<file path="config.mk">
export PLATFORM = sky130hd
export DESIGN_NAME = icu_input_capture
export DESIGN_NICKNAME = d
export VERILOG_FILES = /design/src/shared/icu_pkg.sv /design/src/design/icu_input_capture.sv
export SDC_FILE = /design/constraint.sdc
export NUM_CORES = 1
export LEC_CHECK = 0
export ABC_AREA = 1
export BUFFER_PORTS_ARGS = -buffer_cell sky130_fd_sc_hd__clkbuf_2
export CORE_MARGIN = 2
export CORE_UTILIZATION = 35
export DETAILED_ROUTE_END_ITERATION = 10
export PLACE_DENSITY = 0.66
export SKIP_CTS_REPAIR_TIMING = 1
export SYNTH_ARGS = -nofsm -noshare
export SYNTH_HDL_FRONTEND = slang
export SYNTH_SLANG_ARGS = --single-unit
export TNS_END_PERCENT = 50
</file>
<file path="constraint.sdc">
create_clock -name core_clk -period 1.75 [get_ports core_clk]
set_input_delay 0.0875 -clock core_clk [delete_from_list [all_inputs] [get_ports core_clk]]
set_output_delay 0.0875 -clock core_clk [all_outputs]
set_load 0.01 [all_outputs]
</file>
<file path="src/shared/icu_pkg.sv">
// shared constants for the input capture unit
package icu_pkg;
  // register byte offsets
  localparam logic [7:0] ICU_OFF_CTRL    = 8'h00;
  localparam logic [7:0] ICU_OFF_CAPTURE = 8'h04;
  localparam logic [7:0] ICU_OFF_FLAG    = 8'h08;
  localparam logic [7:0] ICU_OFF_ENABLE  = 8'h0c;
  localparam logic [7:0] ICU_OFF_TSEL_A  = 8'h10;
  localparam logic [7:0] ICU_OFF_TSEL_B  = 8'h14;
  localparam logic [7:0] ICU_OFF_ROUTE   = 8'h18;
  // mode field codes
  localparam logic [3:0] ICU_MODE_OFF    = 4'h0;
  localparam logic [3:0] ICU_MODE_FALL   = 4'h4;
  localparam logic [3:0] ICU_MODE_RISE   = 4'h5;
  localparam logic [3:0] ICU_MODE_RISE4  = 4'h6;
  localparam logic [3:0] ICU_MODE_RISE16 = 4'h7;
  // time base selection codes
  localparam logic [1:0] ICU_TSEL_T1     = 2'h0;
  localparam logic [1:0] ICU_TSEL_T3     = 2'h1;
  localparam logic [1:0] ICU_TSEL_T5     = 2'h2;
  localparam logic [7:0] ICU_TSEL_A_RST  = 8'h00;
  localparam logic [7:0] ICU_TSEL_B_RST  = 8'h00;
  // field positions
  localparam int ICU_TSEL_A_POS = 0;
  localparam int ICU_TSEL_B_POS = 0;
  localparam logic [7:0] ICU_TSEL_A_MASK = 8'hdb;
  localparam logic [7:0] ICU_TSEL_B_MASK = 8'h0f;
  localparam logic [3:0] ICU_PRESC_RST   = 4'h0;
  localparam logic [3:0] ICU_PRESC_4     = 4'h3;
  localparam logic [3:0] ICU_PRESC_16    = 4'hf;
  localparam logic [1:0] ICU_HTRANS_NONSEQ = 2'h2;
  localparam logic [2:0] ICU_HSIZE_WORD    = 3'h2;
endpackage

</file>
<file path="src/design/icu_input_capture.sv">
// input capture unit with ahb-lite register slave
//
// The AHB-Lite interface to the registers and the register offsets were decided locally.
`timescale 1ns/1ps
module icu_input_capture
(
  // clock and reset
  input  wire logic        core_clk,
  input  wire logic        reset,
  // ahb-lite slave
  input  wire logic        hsel,
  input  wire logic [31:0] haddr,
  input  wire logic [1:0]  htrans,
  input  wire logic        hwrite,
  input  wire logic [2:0]  hsize,
  input  wire logic [31:0] hwdata,
  input  wire logic        hready,
  output logic      [31:0] hrdata,
  output logic             hreadyout,
  output logic             hresp,
  // time bases
  input  wire logic [15:0] time_base_1,
  input  wire logic [15:0] time_base_3,
  input  wire logic [15:0] time_base_5,
  input  wire logic [2:0]  time_base_external,
  input  wire logic        sleep_mode,
  // capture pins, two routing choices
  input  wire logic        capture_pin_a,
  input  wire logic        capture_pin_b,
  input  wire logic        pin_direction_bit,
  input  wire logic        port_data_out,
  // status
  output logic             capture_request_flag,
  output logic             capture_request_enable,
  output logic             capture_irq
);
  import icu_pkg::*;

  logic [3:0]  module_mode_field;
  logic [7:0]  capture_timer_select_a;
  logic [7:0]  capture_timer_select_b;
  logic        pin_route_select;
  logic [7:0]  capture_value_high;
  logic [7:0]  capture_value_low;
  logic [3:0]  presc;
  logic [1:0]  pin_meta;
  logic [1:0]  pin_safe;
  logic        pin_prev;
  logic        wr_pend;
  logic        rd_pend;
  logic [7:0]  addr_q;
  logic        next_event;
  logic        next_capture;
  logic        pin_s;
  logic [1:0]  base_ix;
  logic [15:0] sel_count;
  logic        tb_runs;
  logic [1:0]  tsel;
  logic        flag_wr;

  // a mode code counts as capture only in the four event codes
  function automatic logic icu_is_capture(input logic [3:0] m);
    icu_is_capture = (m == ICU_MODE_FALL) || (m == ICU_MODE_RISE) ||
                     (m == ICU_MODE_RISE4) || (m == ICU_MODE_RISE16);
  endfunction

  // pick the count of one time base by its selection code
  function automatic logic [15:0] icu_pick(input logic [1:0] s,
                                           input logic [15:0] a,
                                           input logic [15:0] b,
                                           input logic [15:0] c);
    unique case (s)
      ICU_TSEL_T3: icu_pick = b;
      ICU_TSEL_T5: icu_pick = c;
      default:     icu_pick = a;
    endcase
  endfunction

  // code 3 has no timer of its own; it falls back to the first one
  function automatic logic [1:0] icu_base_ix(input logic [1:0] s);
    icu_base_ix = (s > ICU_TSEL_T5) ? ICU_TSEL_T1 : s;
  endfunction

  // both pins are synchronised before the route mux looks at them
  always_ff @(posedge core_clk or posedge reset)
  begin
    if (reset)
    begin
      pin_meta <= 2'h0;
      pin_safe <= 2'h0;
    end
    else
    begin
      pin_meta <= {capture_pin_b, capture_pin_a};
      pin_safe <= pin_meta;
    end
  end

  // port drive is already on this clock, so it skips the synchroniser
  always_comb
  begin
    pin_s = pin_route_select ? pin_safe[1] : pin_safe[0];
    if (!pin_direction_bit)
      pin_s = port_data_out;
  end

  always_ff @(posedge core_clk or posedge reset)
  begin
    if (reset)
      pin_prev <= 1'b0;
    else
      pin_prev <= pin_s;
  end

  // field of the first timer select register holds this unit's code
  assign tsel = capture_timer_select_a[ICU_TSEL_A_POS +: 2];
  assign sel_count = icu_pick(tsel, time_base_1, time_base_3, time_base_5);
  // internal time bases freeze during sleep, so no capture then
  assign base_ix = icu_base_ix(tsel);
  assign tb_runs = !sleep_mode || time_base_external[base_ix];

  always_comb
  begin
    next_event = 1'b0;
    unique case (module_mode_field)
      ICU_MODE_FALL:   next_event = pin_prev && !pin_s;
      ICU_MODE_RISE,
      ICU_MODE_RISE4,
      ICU_MODE_RISE16: next_event = !pin_prev && pin_s;
      default:         next_event = 1'b0;
    endcase
    next_event = next_event && tb_runs;
    next_capture = 1'b0;
    if (next_event)
    begin
      unique case (module_mode_field)
        ICU_MODE_RISE4:  next_capture = (presc[1:0] == ICU_PRESC_4[1:0]);
        ICU_MODE_RISE16: next_capture = (presc == ICU_PRESC_16);
        default:         next_capture = 1'b1;
      endcase
    end
  end

  // prescaler survives a change between capture modes on purpose
  always_ff @(posedge core_clk or posedge reset)
  begin
    if (reset)
      presc <= ICU_PRESC_RST;
    else if (!icu_is_capture(module_mode_field))
      presc <= ICU_PRESC_RST;
    else if (next_event)
      presc <= presc + 4'h1;
  end

  always_ff @(posedge core_clk or posedge reset)
  begin
    if (reset)
    begin
      capture_value_high <= 8'h00;
      capture_value_low  <= 8'h00;
    end
    else if (next_capture)
    begin
      capture_value_high <= sel_count[15:8];
      capture_value_low  <= sel_count[7:0];
    end
  end

  // ahb-lite address phase capture
  always_ff @(posedge core_clk or posedge reset)
  begin
    if (reset)
    begin
      wr_pend <= 1'b0;
      rd_pend <= 1'b0;
      addr_q  <= 8'h00;
    end
    else if (hready)
    begin
      wr_pend <= hsel && htrans[1] && hwrite;
      rd_pend <= hsel && htrans[1] && !hwrite;
      addr_q  <= haddr[7:0];
    end
  end

  assign flag_wr = wr_pend && (addr_q == ICU_OFF_FLAG) && !hwdata[0];

  // flag: set beats a same-cycle software clear
  always_ff @(posedge core_clk or posedge reset)
  begin
    if (reset)
      capture_request_flag <= 1'b0;
    else if (next_capture)
      capture_request_flag <= 1'b1;
    else if (flag_wr)
      capture_request_flag <= 1'b0;
  end

  always_ff @(posedge core_clk or posedge reset)
  begin
    if (reset)
    begin
      module_mode_field      <= ICU_MODE_OFF;
      capture_request_enable <= 1'b0;
      capture_timer_select_a <= ICU_TSEL_A_RST;
      capture_timer_select_b <= ICU_TSEL_B_RST;
      pin_route_select       <= 1'b0;
    end
    else if (wr_pend)
    begin
      unique case (addr_q)
        ICU_OFF_CTRL:   module_mode_field <= hwdata[3:0];
        ICU_OFF_ENABLE: capture_request_enable <= hwdata[0];
        ICU_OFF_TSEL_A:
          capture_timer_select_a <= hwdata[7:0] & ICU_TSEL_A_MASK;
        ICU_OFF_TSEL_B:
          capture_timer_select_b <= hwdata[7:0] & ICU_TSEL_B_MASK;
        ICU_OFF_ROUTE:  pin_route_select <= hwdata[0];
        default:        ;
      endcase
    end
  end

  always_comb
  begin
    hrdata = 32'h0;
    if (rd_pend)
    begin
      unique case (addr_q)
        ICU_OFF_CTRL:    hrdata = {28'h0, module_mode_field};
        ICU_OFF_CAPTURE:
          hrdata = {16'h0, capture_value_high, capture_value_low};
        ICU_OFF_FLAG:    hrdata = {31'h0, capture_request_flag};
        ICU_OFF_ENABLE:  hrdata = {31'h0, capture_request_enable};
        ICU_OFF_TSEL_A:  hrdata = {24'h0, capture_timer_select_a};
        ICU_OFF_TSEL_B:  hrdata = {24'h0, capture_timer_select_b};
        ICU_OFF_ROUTE:   hrdata = {31'h0, pin_route_select};
        default:         hrdata = 32'h0;
      endcase
    end
  end

  assign hreadyout   = 1'b1;
  assign hresp       = 1'b0;
  assign capture_irq = capture_request_flag && capture_request_enable;
endmodule

</file>
# Yosys cells after proc, flatten, opt, wreduce, memory -nomap -nowiden
# Cells that the tools add are included.
# word_totals
wordCells	74
output_inout_bits	37
in_bits	130
reg_bits	52
# op_classes
addsub	1
eq_ne	15
reduce_logical	26
order_cmp	2
n_mux	15
# ops
operator	n
16-bit case mux with 7 select lines	1
16-bit case mux with 2 select lines	1
8-bit by 5-bit equality test with 1-bit output (second input constant)	3
4-bit by 3-bit equality test with 1-bit output (second input constant)	4
8-bit by 4-bit equality test with 1-bit output (second input constant)	2
16-bit two-way mux	1
2-bit AND reduction	5
1-bit logical AND	9
8-bit by 3-bit equality test with 1-bit output (second input constant)	1
8-bit logical NOT	1
4-bit two-way mux	2
1-bit two-way mux	6
1-bit logical NOT	5
4-bit by 1-bit adder with 4-bit output (second input constant)	1
2-bit equality test (second input constant)	2
4-bit equality test (second input constant)	1
1-bit logical OR	4
1-bit case mux with 2 select lines	2
2-bit by 3-bit less-than comparator with 1-bit output (second input constant)	1
3-bit OR reduction	1
1-bit binary-select mux with 2-bit select	1
2-bit by 1-bit equality test with 1-bit output (second input constant)	1
2-bit > comparator (second input constant)	1
2-bit two-way mux	1
other kinds (2)	2

# Longest topological paths before layout
# Gate-level depths: netlist (run 1).
# depth
ltp_word	8
ltp_mapped	12
ltp_nobuf	11

# Worst setup path after synthesis (run 1)
# OpenSTA, ideal clock, no wires.
# synth_timing
kind	reg-to-reg
from	reg capture_timer_select_a[0]
to	reg capture_value_low[0]
arrival_ps	1447
t_required_ps	1633
path_stages_with_launch	10
synth_period_minus_slack_ps	1564
setup_slack_ps	186
setup_ps	117
path_buffers	2
cell_sequence	dfrtp_1 > inv_1 > ha_1 > buf_2 > nand3b_1 > nand2_2 > nand4_4 > buf_6 > nand2_1 > nand2_1
# synth_via
elab_chain_cells	7
word_cells_on_any_way	10
classes_between	order compare: 1; eq/ne: 2; mux: 5; reduce/logical: 2
# synth_rtl
element	line_no	rtl
from (decl)	icu_input_capture.sv:40	logic [7:0] capture_timer_select_a;
from (signal assigned)	icu_input_capture.sv:215	capture_timer_select_a <= hwdata[7:0] & ICU_TSEL_A_MASK;
2-bit > comparator	icu_input_capture.sv:81	icu_base_ix = (s > ICU_TSEL_T5) ? ICU_TSEL_T1 : s;
2-bit two-way mux	icu_input_capture.sv:81	
1-bit binary-select mux with 2-bit select	icu_input_capture.sv:120	assign tb_runs = !sleep_mode || time_base_external[base_ix];
1-bit two-way mux (not written as such)	icu_input_capture.sv:120	
1-bit logical OR	icu_input_capture.sv:120	
1-bit logical AND	icu_input_capture.sv:132	next_event = next_event && tb_runs;
1-bit two-way mux	icu_input_capture.sv:134	if (next_event)
to (signal assigned)	icu_input_capture.sv:165	capture_value_low <= sel_count[7:0];
to (decl)	icu_input_capture.sv:44	logic [7:0] capture_value_low;
# Several ways; a longest one is shown, not always the timed one. The select of a mux whose other input is x is not followed.
# A chain may end at the register's enable or synchronous reset.

# Final worst setup path (run 1)
# layout_timing
from	reg addr_q[7]
to	out hrdata[1]
# layout_via
elab_chain_cells	3
word_cells_on_any_way	9
classes_between	eq/ne: 6; mux: 2; reduce/logical: 1
# layout_rtl
element	line_no	rtl
from (decl)	icu_input_capture.sv:51	logic [7:0] addr_q;
from (signal assigned)	icu_input_capture.sv:182	addr_q <= haddr[7:0];
8-bit by 5-bit equality test with 1-bit output, or another cell as far along	icu_input_capture.sv:229	unique case (addr_q)
16-bit case mux with 7 select lines *	icu_input_capture.sv:229	
16-bit two-way mux *	icu_input_capture.sv:227	if (rd_pend)
to (decl)	icu_input_capture.sv:18	output logic [31:0] hrdata,
# Mark *: on every way between the ends. The rest lies on a longest branch, timed or not.

==> parameters.txt, run 1 <==
Parameter                              Value

Critical path
  Required time of the critical path ... roughly 1.7 ns
  Start point of the critical path ... addr_q[7]$_DFFE_PP0P_
  Worst Path Buf+Inv ... 2
  CP arrival ... ~1.8 ns
  Cells along the critical path ... nor2_4 > nand3_4 > nor3_4 > buf_6 > nand2_1 > nand2_1 > nor2_1 > nor2_1 > clkbuf_2
  Delay-heaviest family, CP ... simple AND/OR/NAND/NOR gates
  Critical Path Sink Type ... primary output
  Worst-path maximum fanout ... 4
  Worst reg-to-reg setup slack ... between 0.1 and 0.15 ns
  Start-to-end type of the worst setup path ... reg -> out
  Peak per-stage delay on the critical path ... 0.42 ns
  Endpoint of the worst register-to-register path ... capture_value_high[2]$_DFFE_PP0P_
  Number of cell instances on the worst register-to-register path ... 10
  Startpoint type of the worst setup path ... register
  Highest-delay cell along the critical path ... sky130_fd_sc_hd__dfrtp_1
  Startpoint of the most critical register-to-register path ... capture_timer_select_a[0]$_DFFE_PP0P_

Layout
  FF/Latch Area ... 1300 sq um
  Final Non-Filler Cells ... ~670
  Multi-input gate area in the final layout ... roughly 1700 sq um
  End-of-flow core utilization ... 0.458
  Final design area excluding fillers ... about 4200 sq um
  Filler cell count in the final layout ... just over 900
  Fraction of final layout cells with drive strength greater than 1 ... 0.303
  Number of antenna repair diodes ... 0
  Area Overhead vs Synth ... 29.2%
  # nets final ... 687

Synthesis
  Number of warnings issued by yosys ... 0
  Combined area of all synthesized cells ... 3230 sq um
  Post-synth top area share ... 0.403
  Average cell area after synthesis ... roughly 7.4 sq um
  Library cells used by synthesis ... 31
  Total of flip-flops plus latches after synthesis ... 52
  Share of synthesized area occupied by flip-flops and latches ... 0.403
  Leading post-synthesis cells by cell area ... sky130_fd_sc_hd__dfrtp_1, sky130_fd_sc_hd__nand2_1, sky130_fd_sc_hd__nand3_1
  Number of instances in the synthesized netlist ... 439
  Yosys top cell by area ... sky130_fd_sc_hd__dfrtp_1

Pwr
  Clock Power Share ... 0.215
  Sequential group share of total power ... 0.445
  Internal power consumption ... about 2.4 mW
  Leakage power ... about 2.3 nW
  Logic pwr share ... 0.341
  Switching pwr ... roughly 1.4 mW
  Power per unit of standard cell area ... approximately 920 nW/um^2
  Proportion of total power due to net switching ... 0.366
  VDD IR-drop max ... roughly 0.00037 V

STA
  Transition time at the pin with the least slew margin ... just over 0.5 ns
  WHS ... -0.0186 ns
  Total negative slack ... -1.23 ns
  Post-route minimum period ... between 1.5 and 2 ns
  Share of the clock period used by the worst path after layout ... 1.09
  Count of final hold-check violations ... 5
  Final max-slew violation count ... 0
  PnR worst setup slack ... -0.150 ns
  Max-slew headroom at the worst pin ... 0.657
  Clock tree skew after final layout ... 0.00969 ns
  Setup repair after global routing missed its margin ... yes
  Endpoints failing setup ... 14
  Upper clock frequency limit ... 526 MHz

Clock tree
  Insertion delay of the later-clocked pin in the worst-skew pair ... 0.31 ns
  Number of clock sinks ... 52
  Maximum clock path buffer count ... 2
  Cell at the root of the clock tree ... sky130_fd_sc_hd__clkbuf_8
  Clk slew on worst S/H paths ... approximately 0.09 ns
  CTS Buf Count ... 5
  CTS tree ... built
  Maximum level of the CTS H-tree ... 2

GRT
  Largest net degree at the start of global routing ... 33
  Via count of the first global-routing pass ... around 2700
  Total GRT Usage ... 0.156
  Total congestion overflow after global routing ... 0
  Antenna violations before repair ... 0
  Wire length of the first global-routing pass ... 12.5 mm

Drt
  Detailed-route via count ... roughly 3200
  Via/cell ratio ... roughly 4.8
  Count of nets left with antenna violations after detail routing ... 0
  Post-route DRC violation count ... 0
  Total wire length after detailed routing ... around 8.6 mm
  Initial DRT Pass Iterations ... 4
  DRT iter0 DRCs ... about 150
  Routed WL per cell ... approximately 13 um

Floorplan
  Horizontal die dimension ... ~100 um
  Initial cell density of the core ... 0.354
  Area of the core region ... between 9000 and 10000 sq um
  Die boundary height ... ~100 um
  DIE AREA ... about 10000 sq um
  Number of placed I/O pins ... roughly 170
  Number of core rows ... 35

Min path
  Hold Path Cell Cnt ... 3
  Class of the tightest hold or removal check ... in -> reg
  Hold path start ... haddr[1]
  Hold Path Sink ... addr_q[1]$_DFFE_PP0P_

Status
  Status ... finished, violations left
  Failing checks ... negative hold slack, negative setup slack

Placement
  Global placement routability congestion ... between 0.8 and 0.9
  Number of port buffers ... 95
  Dpl hpwl ... between 6 and 7 mm
  Placement-stage cell area ... between 3000 and 4000 sq um
  Total placed cells including tap cells ... between 600 and 700

Run
  Max Cap Violations ... 0
==> sequential cells by signal, indices dropped and copies added (netlist names), 2 cells and up <==
register and count:
capture_timer_select_a 6, pin_safe 2, pin_meta 2, capture_timer_select_b 4, presc 4, capture_value_high 8, module_mode_field 4, addr_q 8
capture_value_low 8
==> routing by layer <==
layer	vias to the layer above	GRT usage	wire (um)
met3	11	0.0202	343
met1	1508	0.206	3740
met5	-	0	0
met2	81	0.269	4390
met4	0	0.0432	124
li1	1585	-	-
==> placed cells by master (no fill, tap or decap), types with 6 or more instances in the layout <==
cell                       Yosys  layout
sky130_fd_sc_hd__a21o_1       16      16
sky130_fd_sc_hd__a21oi_1      24      23
sky130_fd_sc_hd__buf_4        18      15
sky130_fd_sc_hd__buf_6         1       6
sky130_fd_sc_hd__clkbuf_2      0      86
sky130_fd_sc_hd__conb_1        2      18
sky130_fd_sc_hd__dfrtp_1      52      52
sky130_fd_sc_hd__inv_1        46      43
sky130_fd_sc_hd__inv_2         4       7
sky130_fd_sc_hd__nand2_1     137     134
sky130_fd_sc_hd__nand3_1      43      41
sky130_fd_sc_hd__nor2_1       32      22
sky130_fd_sc_hd__nor2_2        0       7
sky130_fd_sc_hd__nor2_4        1       6
sky130_fd_sc_hd__o21ai_0      17      16
sky130_fd_sc_hd__o21ai_1       7       8
==> tightest hold or removal path, cell delays in order <==
cell	delay [ns]
sky130_fd_sc_hd__clkbuf_2	0.07
sky130_fd_sc_hd__nand2_1	0.04
sky130_fd_sc_hd__o21ai_0	0.05
==> worst max-delay path by stage <==
| stage | endpoint | slack [ns] | depth (start not counted) |
|---|---|---|---|
| finish | hrdata[1] | -0.15 | 9 |
| global route | hrdata[0] | -0.25 | 8 |
| global placement | capture_value_low[7]$_DFFE_PP0P_ | 0.13 | 9 |
| detailed placement | capture_value_high[6]$_DFFE_PP0P_ | 0.05 | 9 |
| CTS | hrdata[7] | -0.20 | 8 |
| floorplan | capture_value_low[0]$_DFFE_PP0P_ | 0.19 | 9 |
==> power groups by stage <==
stage | logic, mW | clock network [mW] | registers, mW
3_3_place_gp | 1.15 | 0 | 1.71
4_1_cts | 1.20 | 0.840 | 1.69
3_5_place_dp | 1.19 | 0 | 1.71
6_report | 1.30 | 0.821 | 1.70
5_1_grt | 1.48 | 0.893 | 1.73
2_1_floorplan | 0.894 | 0 | 1.65
==> logic make-up after synthesis <==
group | Yosys count | share of synthesized area
simple gates | 233 | 0.339
buf+inv | 82 | 0.125
compound gates | 66 | 0.116
flops | 52 | 0.403
fa+ha+maj | 4 | 0.0155
other cells | 2 | 0.00233
==> Yosys cell counts (all sizes together) <==
cell type	number
a21oi	24
conb	2
nor2	35
nand2	142
nand3b	1
nand4	1
nand3	47
nor3	3
inv	51
nor4	1
clkbuf	6
a21o	16
ha	4
o21ai	24
buf	25
dfrtp	52
or2	3
o22ai	2
==> metrics by stage <==
stage          power [mW]  setup slack [ns]
2_1_floorplan        2.54             0.186
3_3_place_gp         2.86             0.125
3_5_place_dp         2.90            0.0455
4_1_cts              3.73            -0.202
5_1_grt              4.10            -0.247
6_report             3.82            -0.150
==> final cells by class <==
class | count | share of cell area
Multi-Input combinational cell | 325 | 0.413
Sequential cell | 52 | 0.312
Timing Repair Buffer | 118 | 0.169
Inverter | 51 | 0.0465
Tap cell | 111 | 0.0333
Clock buffer | 6 | 0.0174
Clock inverter | 2 | 0.00840
Power figures use the tool's default switching activity.
==> inputs of run 2 (changes only) <==
Settings changed: CORE_ASPECT_RATIO from default to 1.25, CORE_UTILIZATION 35 to 46, PLACE_DENSITY 0.66 to 0.83.
==> parameters.txt, run 2 (synthesis results as in run 1) <==
Parameter                              Value

Critical path
  Capturing element of the worst setup path ... hrdata[1] (unchanged)
  Number of cell instances on the worst register-to-register path ... 9 (was 10)
  Startpoint of the most critical register-to-register path ... capture_timer_select_a[1]$_DFFE_PP0P_ (was capture_timer_select_a[0]$_DFFE_PP0P_)
  Endpoint of the worst register-to-register path ... capture_value_high[5]$_DFFE_PP0P_ (was capture_value_high[2]$_DFFE_PP0P_)
  CP arrival ... 1.78 ns (was 1.81 ns)
  Start point of the critical path ... addr_q[7]$_DFFE_PP0P_ (unchanged)
  Startpoint type of the worst setup path ... register (unchanged)
  Worst-path maximum fanout ... 4 (unchanged)
  Worst reg-to-reg setup slack ... 0.13 ns (was 0.12 ns)
  Critical Path Sink Type ... primary output (unchanged)
  Start-to-end type of the worst setup path ... reg -> out (unchanged)
  Required time of the critical path ... 1.66 ns (about the same)

Clock tree
  Insertion delay of the later-clocked pin in the worst-skew pair ... 0.31 ns (about the same)
  Maximum clock path buffer count ... 2 (unchanged)
  Number of clock sinks ... 52 (unchanged)
  Clk slew on worst S/H paths ... 0.09 ns (about the same)
  Maximum level of the CTS H-tree ... 2 (unchanged)
  CTS tree ... built (unchanged)
  Cell at the root of the clock tree ... sky130_fd_sc_hd__clkbuf_8 (unchanged)
  CTS Buf Count ... 5 (unchanged)

Layout
  Most frequent cells in the layout ... sky130_fd_sc_hd__nand2_1, sky130_fd_sc_hd__clkbuf_2, sky130_fd_sc_hd__dfrtp_1, sky130_fd_sc_hd__inv_1, sky130_fd_sc_hd__nand3_1 (unchanged)
  Number of antenna repair diodes ... 0 (unchanged)
  # nets final ... 675 (was 687)
  Final Non-Filler Cells ... 632 (was 665)
  Largest registers ... addr_q (8), capture_value_high (8), capture_value_low (8) (unchanged)
  Final design area excluding fillers ... 4020 sq um (was 4170 sq um)
  Area Overhead vs Synth ... 24.6% (was 29.2%)
  Most frequent standard cell in the layout excluding fill and tap cells ... sky130_fd_sc_hd__nand2_1 (unchanged)
  Fraction of final layout cells with drive strength greater than 1 ... 0.293 (was 0.303)

Drt
  Total wire length after detailed routing ... 8.05 mm (was 8.60 mm)
  Initial DRT Pass Iterations ... 5 (was 4)
  Routed WL per cell ... 12.7 um (was 12.9 um)
  Via/cell ratio ... 5.00 (was 4.79)
  DRT iter0 DRCs ... 204 (was 151)
  Post-route DRC violation count ... 0 (unchanged)
  Count of nets left with antenna violations after detail routing ... 0 (unchanged)
  Detailed-route via count ... 3158 (was 3185)

Status
  Failing checks ... negative hold slack, negative setup slack (unchanged)
  Status ... finished, violations left (unchanged)

Pwr
  Power per unit of standard cell area ... 909 nW/um^2 (was 916 nW/um^2)
  VDD IR-drop max ... 0.000547 V (was 0.000367 V)
  Leakage power ... 2.26 nW (was 2.31 nW)

GRT
  Wire length of the first global-routing pass ... 12.5 mm (about the same)
  Via count of the first global-routing pass ... 2895 (was 2737)
  Antenna violations before repair ... 0 (unchanged)
  Total GRT Usage ... 0.202 (was 0.156)
  Largest net degree at the start of global routing ... 53 (was 33)
  Total congestion overflow after global routing ... 0 (unchanged)

Floorplan
  Horizontal die dimension ... 78.9 um (was 100 um)
  Number of core rows ... 34 (was 35)
  Number of placed I/O pins ... 167 (unchanged)
  Initial cell density of the core ... 0.468 (was 0.354)
  Die boundary height ... 97.7 um (was 100 um)
  Area of the core region ... 6890 sq um (was 9110 sq um)
  DIE AREA ... 7710 sq um (was 10000 sq um)

STA
  PnR worst setup slack ... -0.118 ns (was -0.150 ns)
  Final max-slew violation count ... 0 (unchanged)
  Count of final hold-check violations ... 7 (was 5)
  Post-route minimum period ... 1.87 ns (was 1.90 ns)
  Upper clock frequency limit ... 535 MHz (was 526 MHz)
  Share of the clock period used by the worst path after layout ... 1.07 (was 1.09)
  WHS ... -0.0145 ns (was -0.0186 ns)
  Clock tree skew after final layout ... 0.0110 ns (was 0.00969 ns)
  Total negative slack ... -0.359 ns (was -1.23 ns)
  Setup repair after global routing missed its margin ... yes (unchanged)
  Endpoints failing setup ... 7 (was 14)

Run
  Max Cap Violations ... 0 (unchanged)

Min path
  Class of the tightest hold or removal check ... in -> reg (unchanged)
  Hold path start ... haddr[5] (was haddr[1])

Placement
  Dpl hpwl ... 5.77 mm (was 6.14 mm)
  Total placed cells including tap cells ... 616 (was 642)
  Global placement routability congestion ... 0.835 (was 0.875)
  Number of port buffers ... 95 (unchanged)
  Placement-stage cell area ... 3740 sq um (was 3800 sq um)
  Place WS ... 0.0821 ns (was 0.0455 ns)
==> run 2: cell types whose count changed in the layout (fill, tap and decap cells not counted), sizes merged <==
cell | before | now
clkbuf | 92 | 93
nand2 | 143 | 142
bufinv | 1 | 0
dlygate4sd3 | 5 | 3
buf | 27 | 18
nor2 | 37 | 36
clkinv | 1 | 2
==> run 2: worst min path at each step <==
stage	endpoint	slack, ns	cells after the start
floorplan	pin_meta[0]$_DFF_PP0_	0.12	0
global placement	capture_value_high[4]$_DFFE_PP0P_	0.14	3
detailed placement	capture_value_high[4]$_DFFE_PP0P_	0.15	3
CTS	capture_value_low[7]$_DFFE_PP0P_	-0.19	3
global route	addr_q[5]$_DFFE_PP0P_	-0.0003	3
finish	addr_q[5]$_DFFE_PP0P_	-0.01	3
==> run 2: metal layers <==
layer	share of wire	global-route usage	vias up
met5	0	0	-
met2	0.53	0.365	109
met4	0.017	0.0743	0
met3	0.051	0.0362	16
met1	0.40	0.235	1476
li1	-	-	1557
==> run 2: area by class of cell <==
| cell class | instances | area (sq um) |
|---|---|---|
| Multi-Input combinational cell | 323 | 1710 |
| Clock buffer | 6 | 82.6 |
| Tap cell | 90 | 113 |
| Timing Repair Buffer | 108 | 613 |
| Fill cell | 629 | 2870 |
| Sequential cell | 52 | 1300 |
| Inverter | 51 | 194 |
| Clock inverter | 2 | 10.0 |
==> run 2: report_power, final <==
group	internal, mW	switching, mW
clock	0.316	0.389
sequential	1.48	0.212
combinational	0.498	0.757
==> run 2: critical path, stage by stage, from the launching register on <==
cell and delay (ns):
sky130_fd_sc_hd__dfrtp_1 0.41, sky130_fd_sc_hd__nor2_2 0.17, sky130_fd_sc_hd__nand3_4 0.12, sky130_fd_sc_hd__nor3_4 0.20, sky130_fd_sc_hd__buf_6 0.14, sky130_fd_sc_hd__nand2_2 0.04, sky130_fd_sc_hd__nand2_1 0.05, sky130_fd_sc_hd__nor2_1 0.04
sky130_fd_sc_hd__nor2_1 0.14, sky130_fd_sc_hd__buf_2 0.16
==> run 2: per-stage QoR <==
| stage | util | total power, mW |
|---|---|---|
| floorplan | - | 2.54 |
| global placement | 0.543 | 2.83 |
| detailed placement | 0.543 | 2.88 |
| CTS | 0.557 | 3.59 |
| global route | 0.584 | 3.91 |
| finish | 0.584 | 3.66 |
==> inputs of run 3 (changes only) <==
Settings changed: REMOVE_ABC_BUFFERS from default to 1.
==> parameters.txt, run 3 (synthesis results as in run 1) <==
Parameter                              Value

Clock tree
  Clk slew on worst S/H paths ... 0.10 ns (was 0.09 ns)
  CTS Buf Count ... 5 (unchanged)
  Maximum level of the CTS H-tree ... 2 (unchanged)
  Maximum clock path buffer count ... 2 (unchanged)
  Cell at the root of the clock tree ... sky130_fd_sc_hd__clkbuf_8 (unchanged)
  Insertion delay of the later-clocked pin in the worst-skew pair ... 0.31 ns (about the same)
  CTS tree ... built (unchanged)
  Number of clock sinks ... 52 (unchanged)

Drt
  Total wire length after detailed routing ... 8.39 mm (was 8.05 mm)
  Routed WL per cell ... 13.1 um (was 12.7 um)
  Initial DRT Pass Iterations ... 5 (unchanged)
  Detailed-route via count ... 3224 (was 3158)
  Post-route DRC violation count ... 0 (unchanged)
  DRT iter0 DRCs ... 210 (was 204)
  Via/cell ratio ... 5.03 (was 5.00)
  Count of nets left with antenna violations after detail routing ... 0 (unchanged)

GRT
  Total congestion overflow after global routing ... 0 (unchanged)
  Via count of the first global-routing pass ... 3013 (was 2895)
  Wire length of the first global-routing pass ... 13.0 mm (was 12.5 mm)
  Largest net degree at the start of global routing ... 53 (unchanged)
  Antenna violations before repair ... 0 (unchanged)
  Total GRT Usage ... 0.207 (was 0.202)

Layout
  Fraction of final layout cells with drive strength greater than 1 ... 0.296 (was 0.293)
  Area Overhead vs Synth ... 26.0% (was 24.6%)
  End-of-flow core utilization ... 0.590 (was 0.584)
  Most frequent standard cell in the layout excluding fill and tap cells ... sky130_fd_sc_hd__nand2_1 (unchanged)
  Most frequent cells in the layout ... sky130_fd_sc_hd__nand2_1, sky130_fd_sc_hd__clkbuf_2, sky130_fd_sc_hd__dfrtp_1, sky130_fd_sc_hd__inv_1, sky130_fd_sc_hd__nand3_1 (unchanged)
  # nets final ... 684 (was 675)
  Largest registers ... addr_q (8), capture_value_high (8), capture_value_low (8) (unchanged)
  Number of antenna repair diodes ... 0 (unchanged)

Critical path
  Delay-heaviest family, CP ... simple AND/OR/NAND/NOR gates (unchanged)
  Highest-delay cell along the critical path ... sky130_fd_sc_hd__dfrtp_1 (unchanged)
  Startpoint type of the worst setup path ... register (unchanged)
  Cells along the critical path ... inv_1 > nand2_2 > nor3_4 > buf_6 > nand2_1 > nand2_1 > nor2_1 > nor2_1 > buf_2 (was nor2_2 > nand3_4 > nor3_4 > buf_6 > nand2_2 > nand2_1 > nor2_1 > nor2_1 > buf_2)
  Worst Path Buf+Inv ... 3 (was 2)
  Start-to-end type of the worst setup path ... reg -> out (unchanged)
  Worst-path maximum fanout ... 6 (was 4)
  Peak per-stage delay on the critical path ... 0.40 ns (was 0.41 ns)
  CP arrival ... 1.86 ns (was 1.78 ns)
  Required time of the critical path ... 1.66 ns (about the same)
  Critical Path Sink Type ... primary output (unchanged)

Placement
  Dpl hpwl ... 5.70 mm (was 5.77 mm)
  Place WS ... 0.0707 ns (was 0.0821 ns)
  Number of port buffers ... 95 (unchanged)
  Global placement routability congestion ... 0.822 (was 0.835)

Floorplan
  Number of placed I/O pins ... 167 (unchanged)
  Initial cell density of the core ... 0.468 (unchanged)
  Number of core rows ... 34 (unchanged)
  Die boundary height ... 97.7 um (unchanged)
  DIE AREA ... 7710 sq um (unchanged)
  Horizontal die dimension ... 78.9 um (unchanged)
  Area of the core region ... 6890 sq um (unchanged)

Status
  Status ... finished, violations left (unchanged)
  Failing checks ... negative hold slack, negative setup slack (unchanged)

STA
  Endpoints failing setup ... 16 (was 7)
  WHS ... -0.0217 ns (was -0.0145 ns)
  Post-route minimum period ... 1.95 ns (was 1.87 ns)
  Max-slew headroom at the worst pin ... 0.549
  Setup repair after global routing missed its margin ... yes (unchanged)
  Upper clock frequency limit ... 513 MHz (was 535 MHz)
  Clock tree skew after final layout ... 0.00911 ns (was 0.0110 ns)
  Final max-slew violation count ... 0 (unchanged)
  PnR worst setup slack ... -0.198 ns (was -0.118 ns)
  Transition time at the pin with the least slew margin ... ~0.68 ns
  Count of final hold-check violations ... 2 (was 7)
  Share of the clock period used by the worst path after layout ... 1.11 (was 1.07)

Pwr
  Power per unit of standard cell area ... 903 nW/um^2 (was 909 nW/um^2)
  Leakage power ... 2.28 nW (was 2.26 nW)
  VDD IR-drop max ... 0.000586 V (was 0.000547 V)

Min path
  Class of the tightest hold or removal check ... in -> reg (unchanged)

Run
  Max Cap Violations ... 0 (unchanged)
[run 3: area by class of cell]
class | count | area, sq um
clock buffers | 6 | 82.6
multi-input cells | 325 | 1720
flip-flops and latches | 52 | 1300
inverters | 51 | 194
clock inverters | 2 | 13.8
well taps | 90 | 113
fillers | 632 | 2830
repair buffers | 115 | 644
[run 3: per-layer routing]
layer,global-route usage,part of all wire,vias up
li1,-,-,1584
met1,0.256,0.38,1485
met2,0.368,0.53,135
met3,0.0353,0.069,20
met4,0.0597,0.018,0
met5,0,0,-
[run 3: final timing paths]
check	startpoint	endpoint	slack [ns]	cells after the start
setup / recovery	addr_q[1]$_DFFE_PP0P_	hrdata[3]	-0.20	9
hold / removal	haddr[7]	addr_q[7]$_DFFE_PP0P_	-0.02	3
setup reg to reg	capture_timer_select_a[0]$_DFFE_PP0P_	capture_value_high[5]$_DFFE_PP0P_	0.02	7
hold reg to reg	pin_meta[0]$_DFF_PP0_	pin_safe[0]$_DFF_PP0_	0.36	0
max in group asynchronous	reset	pin_meta[1]$_DFF_PP0_	0.76	4
min in group asynchronous	reset	presc[0]$_DFFE_PP0P_	0.51	4
[run 3: worst register-to-register path: stages (launching register included)]
cell	delay, ns
sky130_fd_sc_hd__dfrtp_1	0.47
sky130_fd_sc_hd__inv_1	0.08
sky130_fd_sc_hd__ha_1	0.24
sky130_fd_sc_hd__nand3b_1	0.21
sky130_fd_sc_hd__nand2_4	0.13
sky130_fd_sc_hd__nand4_2	0.28
sky130_fd_sc_hd__nand2_1	0.16
sky130_fd_sc_hd__nand2_1	0.06
[run 3: through the flow]
stage / instance area (sq um) / power (mW) / TNS (ns) / cells
3_5_place_dp: 3730 / 2.85 / 0 / 617
4_1_cts: 3820 / 3.57 / -2.62 / 625
6_report: 4070 / 3.67 / -2.17 / 641
3_3_place_gp: 3730 / 2.78 / 0 / 617
2_1_floorplan: 3080 / 2.46 / 0 / 424
5_1_grt: 4070 / 3.95 / -3.78 / 641
[run 3: report_power, final]
part | switching [mW] | internal [mW] | total [mW]
Clock | 0.412 | 0.325 | 0.737
Sequential | 0.210 | 1.48 | 1.69
Combinational | 0.763 | 0.480 | 1.24
